--- src/logic/run_control_pkg.sv ---
// Package: register map, field layout, codes and carriers for the core run control
package run_control_pkg;

  // ************************************************************
  // Register map (printed offsets, port addressing)
  // ************************************************************
  localparam logic [15:0] sleep_request_addr = 16'hF400;
  localparam logic [15:0] pulse_select_addr = 16'hF401;
  localparam logic [15:0] run_trigger_addr = 16'hF402;
  localparam logic [15:0] abort_trigger_addr = 16'hF403;
  localparam logic [15:0] start_address_addr = 16'hF404;
  localparam logic [15:0] core_state_addr = 16'hF405;

  // ************************************************************
  // Reset values and field positions
  // ************************************************************
  localparam logic sleep_request_reset = 1'h0;
  localparam logic [4:0] pulse_select_reset = 5'h02;
  localparam logic run_trigger_reset = 1'h0;
  localparam logic abort_trigger_reset = 1'h0;
  localparam logic [15:0] start_address_reset = 16'h0000;
  localparam int trigger_bit = 0;
  localparam int pulse_select_width = 5;
  localparam int core_state_width = 3;

  // ************************************************************
  // Frame pulse sources
  // ************************************************************
  localparam logic [4:0] pulse_gen1_first = 5'h00;
  localparam logic [4:0] pulse_gen2_first = 5'h05;
  localparam logic [4:0] pulse_serial_in_first = 5'h08;
  localparam logic [4:0] pulse_serial_out_first = 5'h0C;
  localparam logic [4:0] pulse_digital_rx = 5'h10;
  localparam int gen1_count = 5;
  localparam int gen2_count = 3;
  localparam int serial_count = 4;

  // ************************************************************
  // Reported core state codes
  // ************************************************************
  localparam logic [2:0] state_not_running = 3'h0;
  localparam logic [2:0] state_running = 3'h1;
  localparam logic [2:0] state_paused = 3'h2;
  localparam logic [2:0] state_sleeping = 3'h3;
  localparam logic [2:0] state_stalled = 3'h4;

  // ************************************************************
  // Carriers
  // ************************************************************
  typedef struct packed {
    logic [15:0] addr;
    logic [15:0] wdata;
    logic write;
    logic read;
  } reg_request_type;

  typedef struct packed {
    logic [4:0] gen1;
    logic [2:0] gen2;
    logic [3:0] serial_in;
    logic [3:0] serial_out;
    logic digital_rx;
  } frame_sources_type;

  typedef struct packed {
    logic paused;
    logic idle_wait;
    logic stalled;
    logic frame_done;
  } core_report_type;

endpackage : run_control_pkg

--- src/logic/frame_pulse_mux.sv ---
// Frame pulse selector: picks one of the frame start sources by code
`timescale 1ns/1ps
module frame_pulse_mux
(
  // Clock and reset
  input wire logic clock,
  input wire logic resetn,
  // Selection
  input wire logic [4:0] select,
  input wire run_control_pkg::frame_sources_type sources,
  // Result
  output logic frame_pulse
);

  logic [16:0] flat;
  logic pick_d;
  logic pick_q;

  assign flat = {sources.digital_rx, sources.serial_out, sources.serial_in,
                 sources.gen2, sources.gen1};

  // Codes above the last source select nothing
  always_comb
  begin
    pick_d = 1'b0;
    if (select <= run_control_pkg::pulse_digital_rx)
    begin
      pick_d = flat[select];
    end
  end

  // Registered so the pulse never glitches on a selector change
  always_ff @(posedge clock)
  begin
    if (!resetn)
      pick_q <= 1'b0;
    else
      pick_q <= pick_d;
  end

  assign frame_pulse = pick_q;

endmodule : frame_pulse_mux

--- src/logic/rise_detect.sv ---
// Rising edge detector for a written trigger bit
`timescale 1ns/1ps
module rise_detect
(
  // Clock and reset
  input wire logic clock,
  input wire logic resetn,
  // Write of the trigger bit
  input wire logic write_en,
  input wire logic write_bit,
  // Stored value and edge pulse
  output logic level,
  output logic rise
);

  logic level_q;
  logic rise_q;

  always_ff @(posedge clock)
  begin
    if (!resetn)
    begin
      level_q <= 1'b0;
      rise_q <= 1'b0;
    end
    else
    begin
      if (write_en)
        level_q <= write_bit;
      rise_q <= write_en && write_bit && !level_q;
    end
  end

  assign level = level_q;
  assign rise = rise_q;

endmodule : rise_detect

--- src/logic/core_run_control.sv ---
// Run control register bank and core run state sequencer
//
// Summary of operation
// - Sleep request set while processing: finish sample or block, then hibernate.
// - While hibernating all core interrupts are masked, audio stops.
// - Sleep request bit: 0 awake, interrupts on; 1 hibernate, interrupts off.
// - Five-bit frame pulse selector, reset code two, sets processing rate.
// - Codes 0 to 4 pick generator one outputs /4, /2, x1, x2, x4.
// - Codes 5 to 7 pick generator two quarter, half and unity outputs.
// - Codes 8 to 11 serial input frames, 12 to 15 serial output frames.
// - Code 16 picks the digital audio receiver recovered rate.
// - Rising edge of run trigger enables core and starts program counter.
// - Falling edge of run trigger has no effect.
// - Rising edge of abort trigger halts core at once.
// - Falling edge of abort trigger has no effect.
// - Program counter starts at the sixteen-bit start address, reset zero.
// - Read-only state: 0 stopped, 1 running, 2 paused, 3 sleeping, 4 stalled.
`timescale 1ns/1ps
module core_run_control
(
  // Clock and reset
  input wire logic clock,
  input wire logic resetn,
  // Register port
  input wire logic [15:0] reg_addr,
  input wire logic [15:0] reg_wdata,
  input wire logic reg_write,
  input wire logic reg_read,
  output logic [15:0] reg_rdata,
  // Frame pulse sources, same clock
  input wire run_control_pkg::frame_sources_type frame_sources,
  // Core reports, same clock
  input wire run_control_pkg::core_report_type core_report,
  // Core control
  output logic core_enable,
  output logic pc_load,
  output logic [15:0] pc_start,
  output logic core_halt,
  output logic irq_mask,
  output logic frame_start,
  output logic [2:0] core_state
);

  // ************************************************************
  // Run state
  // ************************************************************
  typedef enum logic [1:0] {stopped, active, draining, hibernating} run_type;

  run_type run_q;
  run_type run_d;
  run_control_pkg::reg_request_type req;
  logic sleep_q;
  logic [4:0] select_q;
  logic [15:0] start_addr_q;
  logic run_level;
  logic run_rise;
  logic abort_level;
  logic abort_rise;
  logic frame_pulse;
  logic enable_q;
  logic load_q;
  logic halt_q;
  logic mask_q;
  logic frame_q;
  logic [2:0] state_q;
  logic [15:0] rdata_q;
  logic [2:0] state_d;

  assign req = '{addr: reg_addr, wdata: reg_wdata, write: reg_write, read: reg_read};

  // ************************************************************
  // Writable registers
  // ************************************************************
  always_ff @(posedge clock)
  begin
    if (!resetn)
      sleep_q <= run_control_pkg::sleep_request_reset;
    else if (req.write && req.addr == run_control_pkg::sleep_request_addr)
      sleep_q <= req.wdata[run_control_pkg::trigger_bit];
  end

  always_ff @(posedge clock)
  begin
    if (!resetn)
      select_q <= run_control_pkg::pulse_select_reset;
    else if (req.write && req.addr == run_control_pkg::pulse_select_addr)
      select_q <= req.wdata[run_control_pkg::pulse_select_width-1:0];
  end

  always_ff @(posedge clock)
  begin
    if (!resetn)
      start_addr_q <= run_control_pkg::start_address_reset;
    else if (req.write && req.addr == run_control_pkg::start_address_addr)
      start_addr_q <= req.wdata;
  end

  // ************************************************************
  // Trigger edges and frame pulse selector
  // ************************************************************
  rise_detect run_edge
  (
    .clock(clock),
    .resetn(resetn),
    .write_en(req.write && req.addr == run_control_pkg::run_trigger_addr),
    .write_bit(req.wdata[run_control_pkg::trigger_bit]),
    .level(run_level),
    .rise(run_rise)
  );

  rise_detect abort_edge
  (
    .clock(clock),
    .resetn(resetn),
    .write_en(req.write && req.addr == run_control_pkg::abort_trigger_addr),
    .write_bit(req.wdata[run_control_pkg::trigger_bit]),
    .level(abort_level),
    .rise(abort_rise)
  );

  frame_pulse_mux pulse_mux
  (
    .clock(clock),
    .resetn(resetn),
    .select(select_q),
    .sources(frame_sources),
    .frame_pulse(frame_pulse)
  );

  // ************************************************************
  // Run sequencer
  // ************************************************************
  // Abort wins over everything; falling trigger edges are simply ignored
  always_comb
  begin
    run_d = run_q;
    case (run_q)
      stopped:
        if (run_rise)
          run_d = sleep_q ? hibernating : active;
      active:
        if (sleep_q)
          run_d = draining;
      draining:
        if (core_report.frame_done)
          run_d = hibernating;
        else if (!sleep_q)
          run_d = active;
      hibernating:
        if (!sleep_q)
          run_d = active;
      default:
        run_d = stopped;
    endcase
    if (abort_rise)
      run_d = stopped;
  end

  always_ff @(posedge clock)
  begin
    if (!resetn)
      run_q <= stopped;
    else
      run_q <= run_d;
  end

  // ************************************************************
  // Core control outputs
  // ************************************************************
  always_ff @(posedge clock)
  begin
    if (!resetn)
    begin
      enable_q <= 1'b0;
      load_q <= 1'b0;
      halt_q <= 1'b0;
    end
    else
    begin
      enable_q <= run_d != stopped;
      load_q <= run_rise && !abort_rise && run_q == stopped;
      halt_q <= abort_rise;
    end
  end

  // Mask follows the request bit at once; the core still finishes its frame
  always_ff @(posedge clock)
  begin
    if (!resetn)
      mask_q <= 1'b0;
    else
      mask_q <= sleep_q || run_d == hibernating;
  end

  // Frame pulses are held back while interrupts are masked
  always_ff @(posedge clock)
  begin
    if (!resetn)
      frame_q <= 1'b0;
    else
      frame_q <= frame_pulse && !mask_q && run_q != stopped;
  end

  // ************************************************************
  // State report and read port
  // ************************************************************
  always_comb
  begin
    state_d = run_control_pkg::state_running;
    if (run_d == stopped)
      state_d = run_control_pkg::state_not_running;
    else if (run_d == hibernating || core_report.idle_wait)
      state_d = run_control_pkg::state_sleeping;
    else if (core_report.paused)
      state_d = run_control_pkg::state_paused;
    else if (core_report.stalled)
      state_d = run_control_pkg::state_stalled;
  end

  always_ff @(posedge clock)
  begin
    if (!resetn)
      state_q <= run_control_pkg::state_not_running;
    else
      state_q <= state_d;
  end

  // Unmapped addresses read zero; reserved bits read zero
  always_ff @(posedge clock)
  begin
    if (!resetn)
      rdata_q <= 16'h0000;
    else if (req.read)
      case (req.addr)
        run_control_pkg::sleep_request_addr: rdata_q <= {15'h0000, sleep_q};
        run_control_pkg::pulse_select_addr: rdata_q <= {11'h000, select_q};
        run_control_pkg::run_trigger_addr: rdata_q <= {15'h0000, run_level};
        run_control_pkg::abort_trigger_addr: rdata_q <= {15'h0000, abort_level};
        run_control_pkg::start_address_addr: rdata_q <= start_addr_q;
        run_control_pkg::core_state_addr: rdata_q <= {13'h0000, state_q};
        default: rdata_q <= 16'h0000;
      endcase
    else
      rdata_q <= 16'h0000;
  end

  assign reg_rdata = rdata_q;
  assign core_enable = enable_q;
  assign pc_load = load_q;
  assign pc_start = start_addr_q;
  assign core_halt = halt_q;
  assign irq_mask = mask_q;
  assign frame_start = frame_q;
  assign core_state = state_q;

endmodule : core_run_control

--- config.mk ---
export PLATFORM = sky130hd
export DESIGN_NAME = core_run_control
export DESIGN_NICKNAME = d
export VERILOG_FILES = /design/src/logic/run_control_pkg.sv /design/src/logic/frame_pulse_mux.sv /design/src/logic/rise_detect.sv /design/src/logic/core_run_control.sv
export SDC_FILE = /design/constraint.sdc
export NUM_CORES = 1
export LEC_CHECK = 0
export BUFFER_PORTS_ARGS = -buffer_cell sky130_fd_sc_hd__buf_2
export CORE_ASPECT_RATIO = 1.5
export CORE_MARGIN = 8
export CORE_UTILIZATION = 40
export CTS_BUF_LIST = sky130_fd_sc_hd__clkbuf_8
export CTS_CLUSTER_DIAMETER = 200
export CTS_CLUSTER_SIZE = 25
export DETAILED_ROUTE_END_ITERATION = 12
export GPL_ROUTABILITY_DRIVEN = 0
export MAX_ROUTING_LAYER = met4
export PLACE_DENSITY = 0.71
export SKIP_CTS_REPAIR_TIMING = 1
export SLEW_MARGIN = 0
export SYNTH_ARGS = -nofsm -noshare
export SYNTH_HDL_FRONTEND = slang
export SYNTH_SLANG_ARGS = --single-unit
export TNS_END_PERCENT = 100
--- constraint.sdc ---
create_clock -name clock -period 1.8 [get_ports clock]
set_input_delay 0.54 -clock clock [delete_from_list [all_inputs] [get_ports clock]]
set_output_delay 0.54 -clock clock [all_outputs]
set_load 0.02 [all_outputs]
==> flow_summary.toml, run 1 <==
[critical_path]
worstSetupPathType = "primary input to flop"
path_buf_inv = 2
cp_slowest_cell = "nor4_4"
critical_path.max_fanout = 5
start_kind = "primary input"
worstPathArrival_ns = 1.78
path_cells = "buf_2 -> nor4_4 -> and4_1 -> nor4b_4 -> buf_4 -> mux2i_1"
reg2reg_setup_slack_ns = 0.39
cp.required_ns = 2.03
critical-path-top-delay-family = "simple AND/OR/NAND/NOR gates"
cpPeakStageDelay_ns = 0.28
end_kind = "flop"

[floorplanning]
core_area_sq_um = 5660
die_area_sq_um = 8470
die_w_um = 77.9
initial_utilization = 0.406
io_pins = 97
rows = 34
die_y_um = 109

[global_route]
grt_first_pass_wirelength_mm = 10.3
grt_pass1_vias = 2270
antenna_found_initial = 0
use_met1 = 0.153
met3_usage = 0.0388
grt-busiest-layer = "met2"
grt_max_degree = 22
grt-ovfl-total = 0
use_met2 = 0.268
grt_usage = 0.154

[run_status]
status = "finished clean"

[timing]
postLayoutSetupSlackWorst_ns = 0.254
setup-violations-final = 0
relSlewSlack = 0.703
hold_viol = 0
hold_slack_ns = 0.412
fin_worst_skew_ns = 0.00649
tightest_slew_ns = 0.444
fin_crit_ns = 1.55
report.final.slew_viol_count = 0
setup-tns-final_ns = 0
rsz0062_at_grt = "false"
period_share = 0.859
max_freq_mhz = 647

[cells_and_area]
nFillCells = 540
final_cell_area_sq_um = 2990
drive_gt1_frac = 0.359
syn_to_final_growth_pct = 30.1
n_antenna_cell = 0
final_nets = 396

[route]
first_iter_violations = 83
drtAntennaViolNets = 0
wl_mm = 6.23
route.vias.total = 2137
wl_per_cell_um = 15.1
viasPerCell = 5.19
drc = 0
first_pass_iters = 4

[power]
finalPower_mw = 2.02
total_leakage_power_nw = 1.31
seqPwrFrac = 0.579
p_int_mw = 1.56
pwr-share-comb = 0.079
irDropWorstVdd_mv = 0.260
sw_frac_of_total = 0.227
power-per-cell-area_nw_per_um2 = 678
power_frac_clock = 0.342
p_sw_mw = 0.460

[synthesis]
yosysSeqAreaShare = 0.462
synthTopCellsByCount = "53 x dfxtp_1, 20 x a21oi_1, 19 x o21ai_0"
synth.area.top_cells = "dfxtp_1 46%, mux2i_1 7.4%, nand4b_1 6.1%, a21oi_1 4.4%, and2_1 4.4%"
synthesis.nets = 299
synth.largest_area_cell = "dfxtp_1"
syn_area_per_cell_sq_um = 9.49
synth-seq-cells = 53
synth_top_area_frac = 0.462
synth_flop_cell = "dfxtp_1"
ys_async_sr_fraction = 0
synth_most_common_cell = "dfxtp_1"
yosys_warnings = 0
synth-edff-count = 0
synthCells = 242
syn_area_sq_um = 2300
yosysUniqueCellTypes = 36

[clocking]
cts_tree = "built"
cts.htree.levels = 2
cts.sinks = 53
root_buffer = "clkbuf_8"
numCtsBuffers = 5
cts.path.max_buffers = 2
clk_pin_slew_ns = 0.09
clock_latency_ns = 0.30

[job]
cap_violations = 0

[placement]
post_dp_cell_area_sq_um = 2890
dp_hpwl_mm = 4.95
post-place-ws_ns = -0.0626
io_buffers = 96

[min_path]
worstHoldPathType = "flop to flop"
power by group through the flow:
stage                     combinational [mW]  sequential [mW]  clock (mW)
final                                  0.159             1.17       0.693
after global routing                   0.176             1.17       0.765
after CTS                              0.160             1.17       0.717
after detailed placement               0.159             1.20           0
after global placement                 0.159             1.20           0
after floorplan                       0.0680             1.20           0
placed cells by master (no fill, tap or decap), types with 2 or more instances in the layout:
cell type / netlist / routed
and4_1: 3 / 3
dfxtp_1: 53 / 53
nand3_1: 6 / 6
nor3_1: 5 / 5
and3_1: 2 / 2
and2_1: 16 / 16
mux2i_1: 17 / 17
o21ai_0: 19 / 19
buf_4: 1 / 11
nor2_1: 14 / 14
buf_2: 6 / 96
clkbuf_8: 0 / 6
nand4_1: 2 / 2
a21oi_1: 20 / 20
nand2_1: 15 / 15
nor2b_1: 5 / 5
nand2b_1: 2 / 2
mux4_2: 3 / 3
a22oi_1: 3 / 3
inv_1: 3 / 3
a21boi_0: 2 / 2
nand4b_1: 16 / 16
nor3b_1: 3 / 3
o31a_1: 3 / 3
layer usage:
metal	wire, um	up-vias	part of all wire
li1	-	1061	-
met1	2460	973	0.39
met2	3170	89	0.51
met3	426	14	0.068
met4	177	0	0.028
met5	0	-	0
worst paths after layout:
check	cells past startpoint	endpoint	start
setup / recovery	6	select_q[2]$_SDFFE_PN0P_	reg_addr[3]
hold / removal	1	frame_start$_SDFF_PN0_	irq_mask$_SDFF_PN0_
setup reg to reg	4	pulse_mux.frame_pulse$_SDFF_PN0_	select_q[0]$_SDFFE_PN0P_
hold reg to reg	1	frame_start$_SDFF_PN0_	irq_mask$_SDFF_PN0_
sequential cells by signal (all words and copies together), names as in the netlist:
| name | count |
|---|---|
| sleep_q | 1 |
| run_edge.level | 1 |
| select_q | 5 |
| run_edge.rise | 1 |
| pc_load | 1 |
| pulse_mux.frame_pulse | 1 |
| abort_edge.rise | 1 |
| core_enable | 1 |
| abort_edge.level | 1 |
| pc_start | 16 |
| frame_start | 1 |
| irq_mask | 1 |
| core_halt | 1 |
| core_state | 3 |
| reg_rdata | 16 |
| run_q | 2 |
final cells by class:
| class | count | area (sq um) | area share |
|---|---|---|---|
| inverter | 3 | 11.3 | 0.00377 |
| sequential | 53 | 1060 | 0.355 |
| timing repair buffer | 108 | 583 | 0.195 |
| tap | 72 | 90.1 | 0.0302 |
| clock buffer | 6 | 82.6 | 0.0276 |
| multi-input combinational | 168 | 1140 | 0.383 |
| clock inverter | 2 | 13.8 | 0.00461 |
worst register-to-register path: cells and delay by family (launching register included):
kind,cells,cell delay [ns]
DFF,1,0.43
muxes,2,0.65
and+or+nand+nor,2,0.22
through the flow:
step / instances / util
CTS: 412 / 0.528
detailed placement: 404 / 0.511
finish: 412 / 0.528
global placement: 404 / 0.511
global route: 412 / 0.528
floorplan: 242 / -
logic make-up after synthesis:
kind of cell / Yosys count / share of synthesized area
simple gates: 98 / 0.272
buf+inv: 21 / 0.0392
mux: 20 / 0.104
compound gates: 50 / 0.123
flops: 53 / 0.462
(Power assumes the default switching activity.)
==> run 2, diff against run 1 <==
--- a/config.mk
+++ b/config.mk
@@ -8,14 +8,14 @@
 export BUFFER_PORTS_ARGS = -buffer_cell sky130_fd_sc_hd__buf_2
 export CORE_ASPECT_RATIO = 1.5
 export CORE_MARGIN = 8
-export CORE_UTILIZATION = 40
+export CORE_UTILIZATION = 41
 export CTS_BUF_LIST = sky130_fd_sc_hd__clkbuf_8
 export CTS_CLUSTER_DIAMETER = 200
 export CTS_CLUSTER_SIZE = 25
 export DETAILED_ROUTE_END_ITERATION = 12
 export GPL_ROUTABILITY_DRIVEN = 0
 export MAX_ROUTING_LAYER = met4
-export PLACE_DENSITY = 0.71
+export PLACE_DENSITY = 0.7
 export SKIP_CTS_REPAIR_TIMING = 1
 export SLEW_MARGIN = 0
 export SYNTH_ARGS = -nofsm -noshare
==> constraint.sdc (replaced) <==
create_clock -name clock -period 2 [get_ports clock]
set_input_delay 0.6 -clock clock [delete_from_list [all_inputs] [get_ports clock]]
set_output_delay 0.6 -clock clock [all_outputs]
set_load 0.02 [all_outputs]
==> run 2 against run 1 <==
Effect of this change: global-route usage down 0.20 points; flip-flop and latch count unchanged; total power down 4.3%; clock skew up 0.0068 ns; wire length up 0.19%; critical path depth unchanged; die area down 2.0%; critical path type unchanged.
==> flow_summary.toml, run 2 (synthesis results as in run 1) <==
[timing]
report.final.slew_viol_count = 0
max_freq_mhz = 622
setup-tns-final_ns = 0
period_share = 0.803
fin_crit_ns = 1.61
tightest_slew_ns = 0.456
rsz0062_at_grt = "false"
relSlewSlack = 0.695
hold_viol = 0
setup-violations-final = 0
fin_worst_skew_ns = 0.0133

[cells_and_area]
final_common_cell = "buf_2"
drive_gt1_frac = 0.354
final_nets = 395
syn_to_final_growth_pct = 30.5
n_antenna_cell = 0
final_util = 0.550
layout_common_cells = "96 x buf_2, 53 x dfxtp_1, 20 x a21oi_1, 19 x o21ai_0, 17 x mux2i_1"

[route]
first_iter_violations = 139
wl_per_cell_um = 15.3
viasPerCell = 5.21
first_pass_iters = 4
drc = 0
wl_mm = 6.25
drtAntennaViolNets = 0
route.vias.total = 2129

[global_route]
grt_max_degree = 22
antenna_found_initial = 0
grt_pass1_vias = 2264
grt_first_pass_wirelength_mm = 10.0
grt_usage = 0.152
grt-ovfl-total = 0

[min_path]
holdPathEnd = "frame_start$_SDFF_PN0_"
min_path_cells = 1
worstHoldPathType = "flop to flop"
holdCritStartpoint = "irq_mask$_SDFF_PN0_"

[critical_path]
critical_path.max_fanout = 5
r2r-end = "pulse_mux.frame_pulse$_SDFF_PN0_"
worstPathArrival_ns = 1.85
worstSetupPathType = "primary input to flop"
reg2reg_setup_slack_ns = 0.59
start_kind = "primary input"
reg2reg_depth = 4
end_kind = "flop"
cp.required_ns = 2.24
reg2reg_from = "select_q[0]$_SDFFE_PN0P_"

[run_status]
status = "finished clean"

[floorplanning]
core_area_sq_um = 5450
die_y_um = 108
io_pins = 97
die_w_um = 77.1
rows = 33
die_area_sq_um = 8300
initial_utilization = 0.421

[power]
p_sw_mw = 0.408
power_frac_clock = 0.382
power-per-cell-area_nw_per_um2 = 646
seqPwrFrac = 0.545
irDropWorstVdd_mv = 0.275
p_int_mw = 1.53
sw_frac_of_total = 0.211
pwr-share-comb = 0.073
total_leakage_power_nw = 1.32

[clocking]
cts.htree.levels = 2
root_buffer = "clkbuf_8"
cts_tree = "built"
clock_latency_ns = 0.31
cts.sinks = 53
clk_pin_slew_ns = 0.10
cts.path.max_buffers = 2
numCtsBuffers = 5

[placement]
io_buffers = 96
dp_hpwl_mm = 4.98

[job]
cap_violations = 0
[run 2: cell count changes in the layout (fill, tap and decap cells not counted), sizes merged]
cell / delta
buf: -1
bufinv: +1
clkinv: -2
inv: +1
[run 2: power by group through the flow]
stage / combinational [mW] / sequential [mW] / clock [mW]
finish: 0.142 / 1.06 / 0.740
global route: 0.156 / 1.06 / 0.787
CTS: 0.143 / 1.06 / 0.758
detailed placement: 0.142 / 1.08 / 0
global placement: 0.140 / 1.08 / 0
floorplan: 0.0612 / 1.08 / 0
[run 2: metal layers]
layer  routed length [um]  vias up  track usage
met5                    0        -            -
met4                  136        0       0.0772
met3                  355       11       0.0385
met2                 3330       72        0.275
met1                 2430      986        0.146
li1                     -     1060            -
[run 2: how the worst max path moves through the flow]
stage                                     to   startpoint  slack (ns)
global placement    select_q[4]$_SDFFE_PN0P_  reg_addr[3]        0.11
detailed placement  reg_rdata[11]$_SDFF_PN0_  reg_addr[3]        0.06
floorplan               sleep_q$_SDFFE_PN0P_  reg_addr[3]        0.15
finish              select_q[0]$_SDFFE_PN0P_  reg_addr[3]        0.39
global route        reg_rdata[11]$_SDFF_PN0_  reg_addr[3]        0.18
CTS                 reg_rdata[11]$_SDFF_PN0_  reg_addr[3]        0.39
[run 2: through the flow]
stage                     area (sq um)  cells  worst slack [ns]  hold WS, ns  power, mW
after floorplan                   2300    242             0.153        0.416       1.14
after global placement            2880    401             0.111        0.391       1.22
after detailed placement          2880    401            0.0609        0.398       1.22
after CTS                         3000    409             0.385        0.411       1.96
after global routing              3000    409             0.178        0.440       2.00
final                             3000    409             0.393        0.413       1.94
[run 2: cell type report]
type                       count  area, sq um
fill                         529         2450
multi-input combinational    168         1140
sequential                    53         1060
timing repair buffer         107          576
tap                           70         87.6
clock buffer                   6         82.6
clock inverter                 2         33.8
inverter                       3         11.3
[run 2: worst max-delay path, cell delays in order]
cell     delay, ns
buf_2         0.11
nor4_4        0.29
and4_1        0.27
nor4b_4       0.19
buf_4         0.19
mux2i_1       0.19
==> run 3, diff against run 2 <==
--- a/config.mk
+++ b/config.mk
@@ -15,7 +15,7 @@
 export DETAILED_ROUTE_END_ITERATION = 12
 export GPL_ROUTABILITY_DRIVEN = 0
 export MAX_ROUTING_LAYER = met4
-export PLACE_DENSITY = 0.7
+export PLACE_DENSITY = 0.73
 export SKIP_CTS_REPAIR_TIMING = 1
 export SLEW_MARGIN = 0
 export SYNTH_ARGS = -nofsm -noshare
==> constraint.sdc (replaced) <==
create_clock -name clock -period 1.4 [get_ports clock]
set_input_delay 0.42 -clock clock [delete_from_list [all_inputs] [get_ports clock]]
set_output_delay 0.42 -clock clock [all_outputs]
set_load 0.02 [all_outputs]
==> run 3 against run 2 <==
Effect of this change: the run now ends with negative setup slack left; wire length grew 4.3%; worst hold slack lost 0.092 ns; flip-flop and latch count did not move; clock skew down 0.0069 ns; setup slack worse by 0.48 ns; register-to-register slack got worse by 0.55 ns; largest cell class unchanged.
==> flow_summary.toml, run 3 (synthesis results as in run 1) <==
[run_status]
status = "complete, but fails checks"
failed_checks = "negative setup slack"

[power]
power_frac_clock = 0.327
irDropWorstVdd_mv = 0.559
p_sw_mw = 0.561
total_leakage_power_nw = 1.35
p_int_mw = 2.01
pwr-share-comb = 0.087
finalPower_mw = 2.57
sw_frac_of_total = 0.219
power-per-cell-area_nw_per_um2 = 840
seqPwrFrac = 0.587

[route]
drtAntennaViolNets = 0
route.vias.total = 2215
route.met2.wl_mm = 3.39
viasPerCell = 5.34
wl_per_cell_um = 15.7
wl_mm = 6.52
met1Wirelength_mm = 2.63
first_pass_iters = 5
wl_met3_um = 347
first_iter_violations = 95
dr.max_layer_used = "met4"
drc = 0

[timing]
setup-tns-final_ns = -0.373
max_freq_mhz = 673
period_share = 1.06
hold_viol = 0
fin_crit_ns = 1.49
fin_worst_skew_ns = 0.00642
postLayoutSetupSlackWorst_ns = -0.0854
report.final.slew_viol_count = 0
rsz0062_at_grt = "true"
tightest_slew_ns = 0.262
relSlewSlack = 0.825
setup-violations-final = 12

[critical_path]
r2r-end = "pulse_mux.frame_pulse$_SDFF_PN0_"
end_kind = "flop"
reg2reg_setup_slack_ns = 0.04
worstPathArrival_ns = 1.70
worstSetupPathType = "primary input to flop"
reg2reg_from = "select_q[0]$_SDFFE_PN0P_"
setup.worst_path.end = "select_q[0]$_SDFFE_PN0P_"
critical_path.max_fanout = 5
start_kind = "primary input"
reg2reg_depth = 4
cp.required_ns = 1.62
setup.worst_path.start = "reg_addr[7]"

[global_route]
grt_usage = 0.159
grt_first_pass_wirelength_mm = 10.6
grt-ovfl-total = 0
grt_max_degree = 20
grt_pass1_vias = 2307
antenna_found_initial = 0

[placement]
place_inst = 408
io_buffers = 96
dp_hpwl_mm = 5.13

[clocking]
cts.sinks = 53
cts_tree = "built"
clk_pin_slew_ns = 0.09
cts.htree.levels = 2
numCtsBuffers = 5
root_buffer = "clkbuf_8"
clock_latency_ns = 0.30
cts.path.max_buffers = 2

[floorplanning]
die_area_sq_um = 8300
rows = 33
core_area_sq_um = 5450
die_y_um = 108
initial_utilization = 0.421
io_pins = 97
die_w_um = 77.1

[cells_and_area]
final_common_cell = "buf_2"
n_antenna_cell = 0
drive_gt1_frac = 0.383
syn_to_final_growth_pct = 33.1
final_nets = 402
instances_no_fill = 415
layout_common_cells = "94 x buf_2, 52 x dfxtp_1, 19 x a21oi_1, 19 x o21ai_0"
nFillCells = 543

[min_path]
worstHoldPathType = "primary input to flop"

[job]
cap_violations = 0
[run 3: cell count changes in the layout (fill, tap and decap cells not counted), sizes merged]
cell | before | now
bufinv | 1 | 0
buf | 107 | 114
[run 3: worst max-delay path, cell delays in order]
cell,delay [ns]
buf_6,0.09
nor4_4,0.30
and4_1,0.28
nor4b_4,0.23
buf_6,0.17
mux2i_1,0.21
[run 3: worst min path at each step]
stage                                  startpoint                    endpoint  cells after the start  slack, ns
floorplan           abort_edge.level$_SDFFE_PN0N_  abort_edge.rise$_SDFF_PN0_                      1       0.42
global placement              irq_mask$_SDFF_PN0_      frame_start$_SDFF_PN0_                      1       0.39
detailed placement            irq_mask$_SDFF_PN0_      frame_start$_SDFF_PN0_                      1       0.40
CTS                                core_report[3]    core_state[2]$_SDFF_PP0_                      2       0.31
global route                       core_report[2]    core_state[2]$_SDFF_PP0_                      2       0.33
finish                             core_report[3]    core_state[2]$_SDFF_PP0_                      2       0.32
[run 3: layout make-up]
type,instances,area (sq um),share of cell area
timing repair buffer,114,644,0.211
sequential,53,1060,0.348
multi-input combinational,168,1160,0.380
clock inverter,1,3.75,0.00123
inverter,3,11.3,0.00369
clock buffer,6,82.6,0.0270
tap,70,87.6,0.0287
[run 3: power groups by stage]
stage	Sequential, mW	Combinational, mW	Clock [mW]
floorplan	1.54	0.0954	0
global placement	1.54	0.213	0
detailed placement	1.54	0.216	0
CTS	1.51	0.217	0.862
global route	1.51	0.244	0.922
finish	1.51	0.222	0.839
[run 3: layer usage]
layer | GRT usage | vias to the layer above
met3 | 0.0376 | 11
met4 | 0.0678 | 0
met5 | - | -
li1 | - | 1069
met2 | 0.283 | 88
met1 | 0.163 | 1047
[run 3: through the flow]
step	hold slack, ns	instance area, sq um	worst slack (ns)	utilization
final	0.322	3060	-0.0854	0.561
after floorplan	0.416	2340	-0.255	-
after global placement	0.391	2940	-0.314	0.539
after global routing	0.325	3060	-0.152	0.561
after CTS	0.310	3020	-0.0740	0.555
after detailed placement	0.397	2940	-0.379	0.539
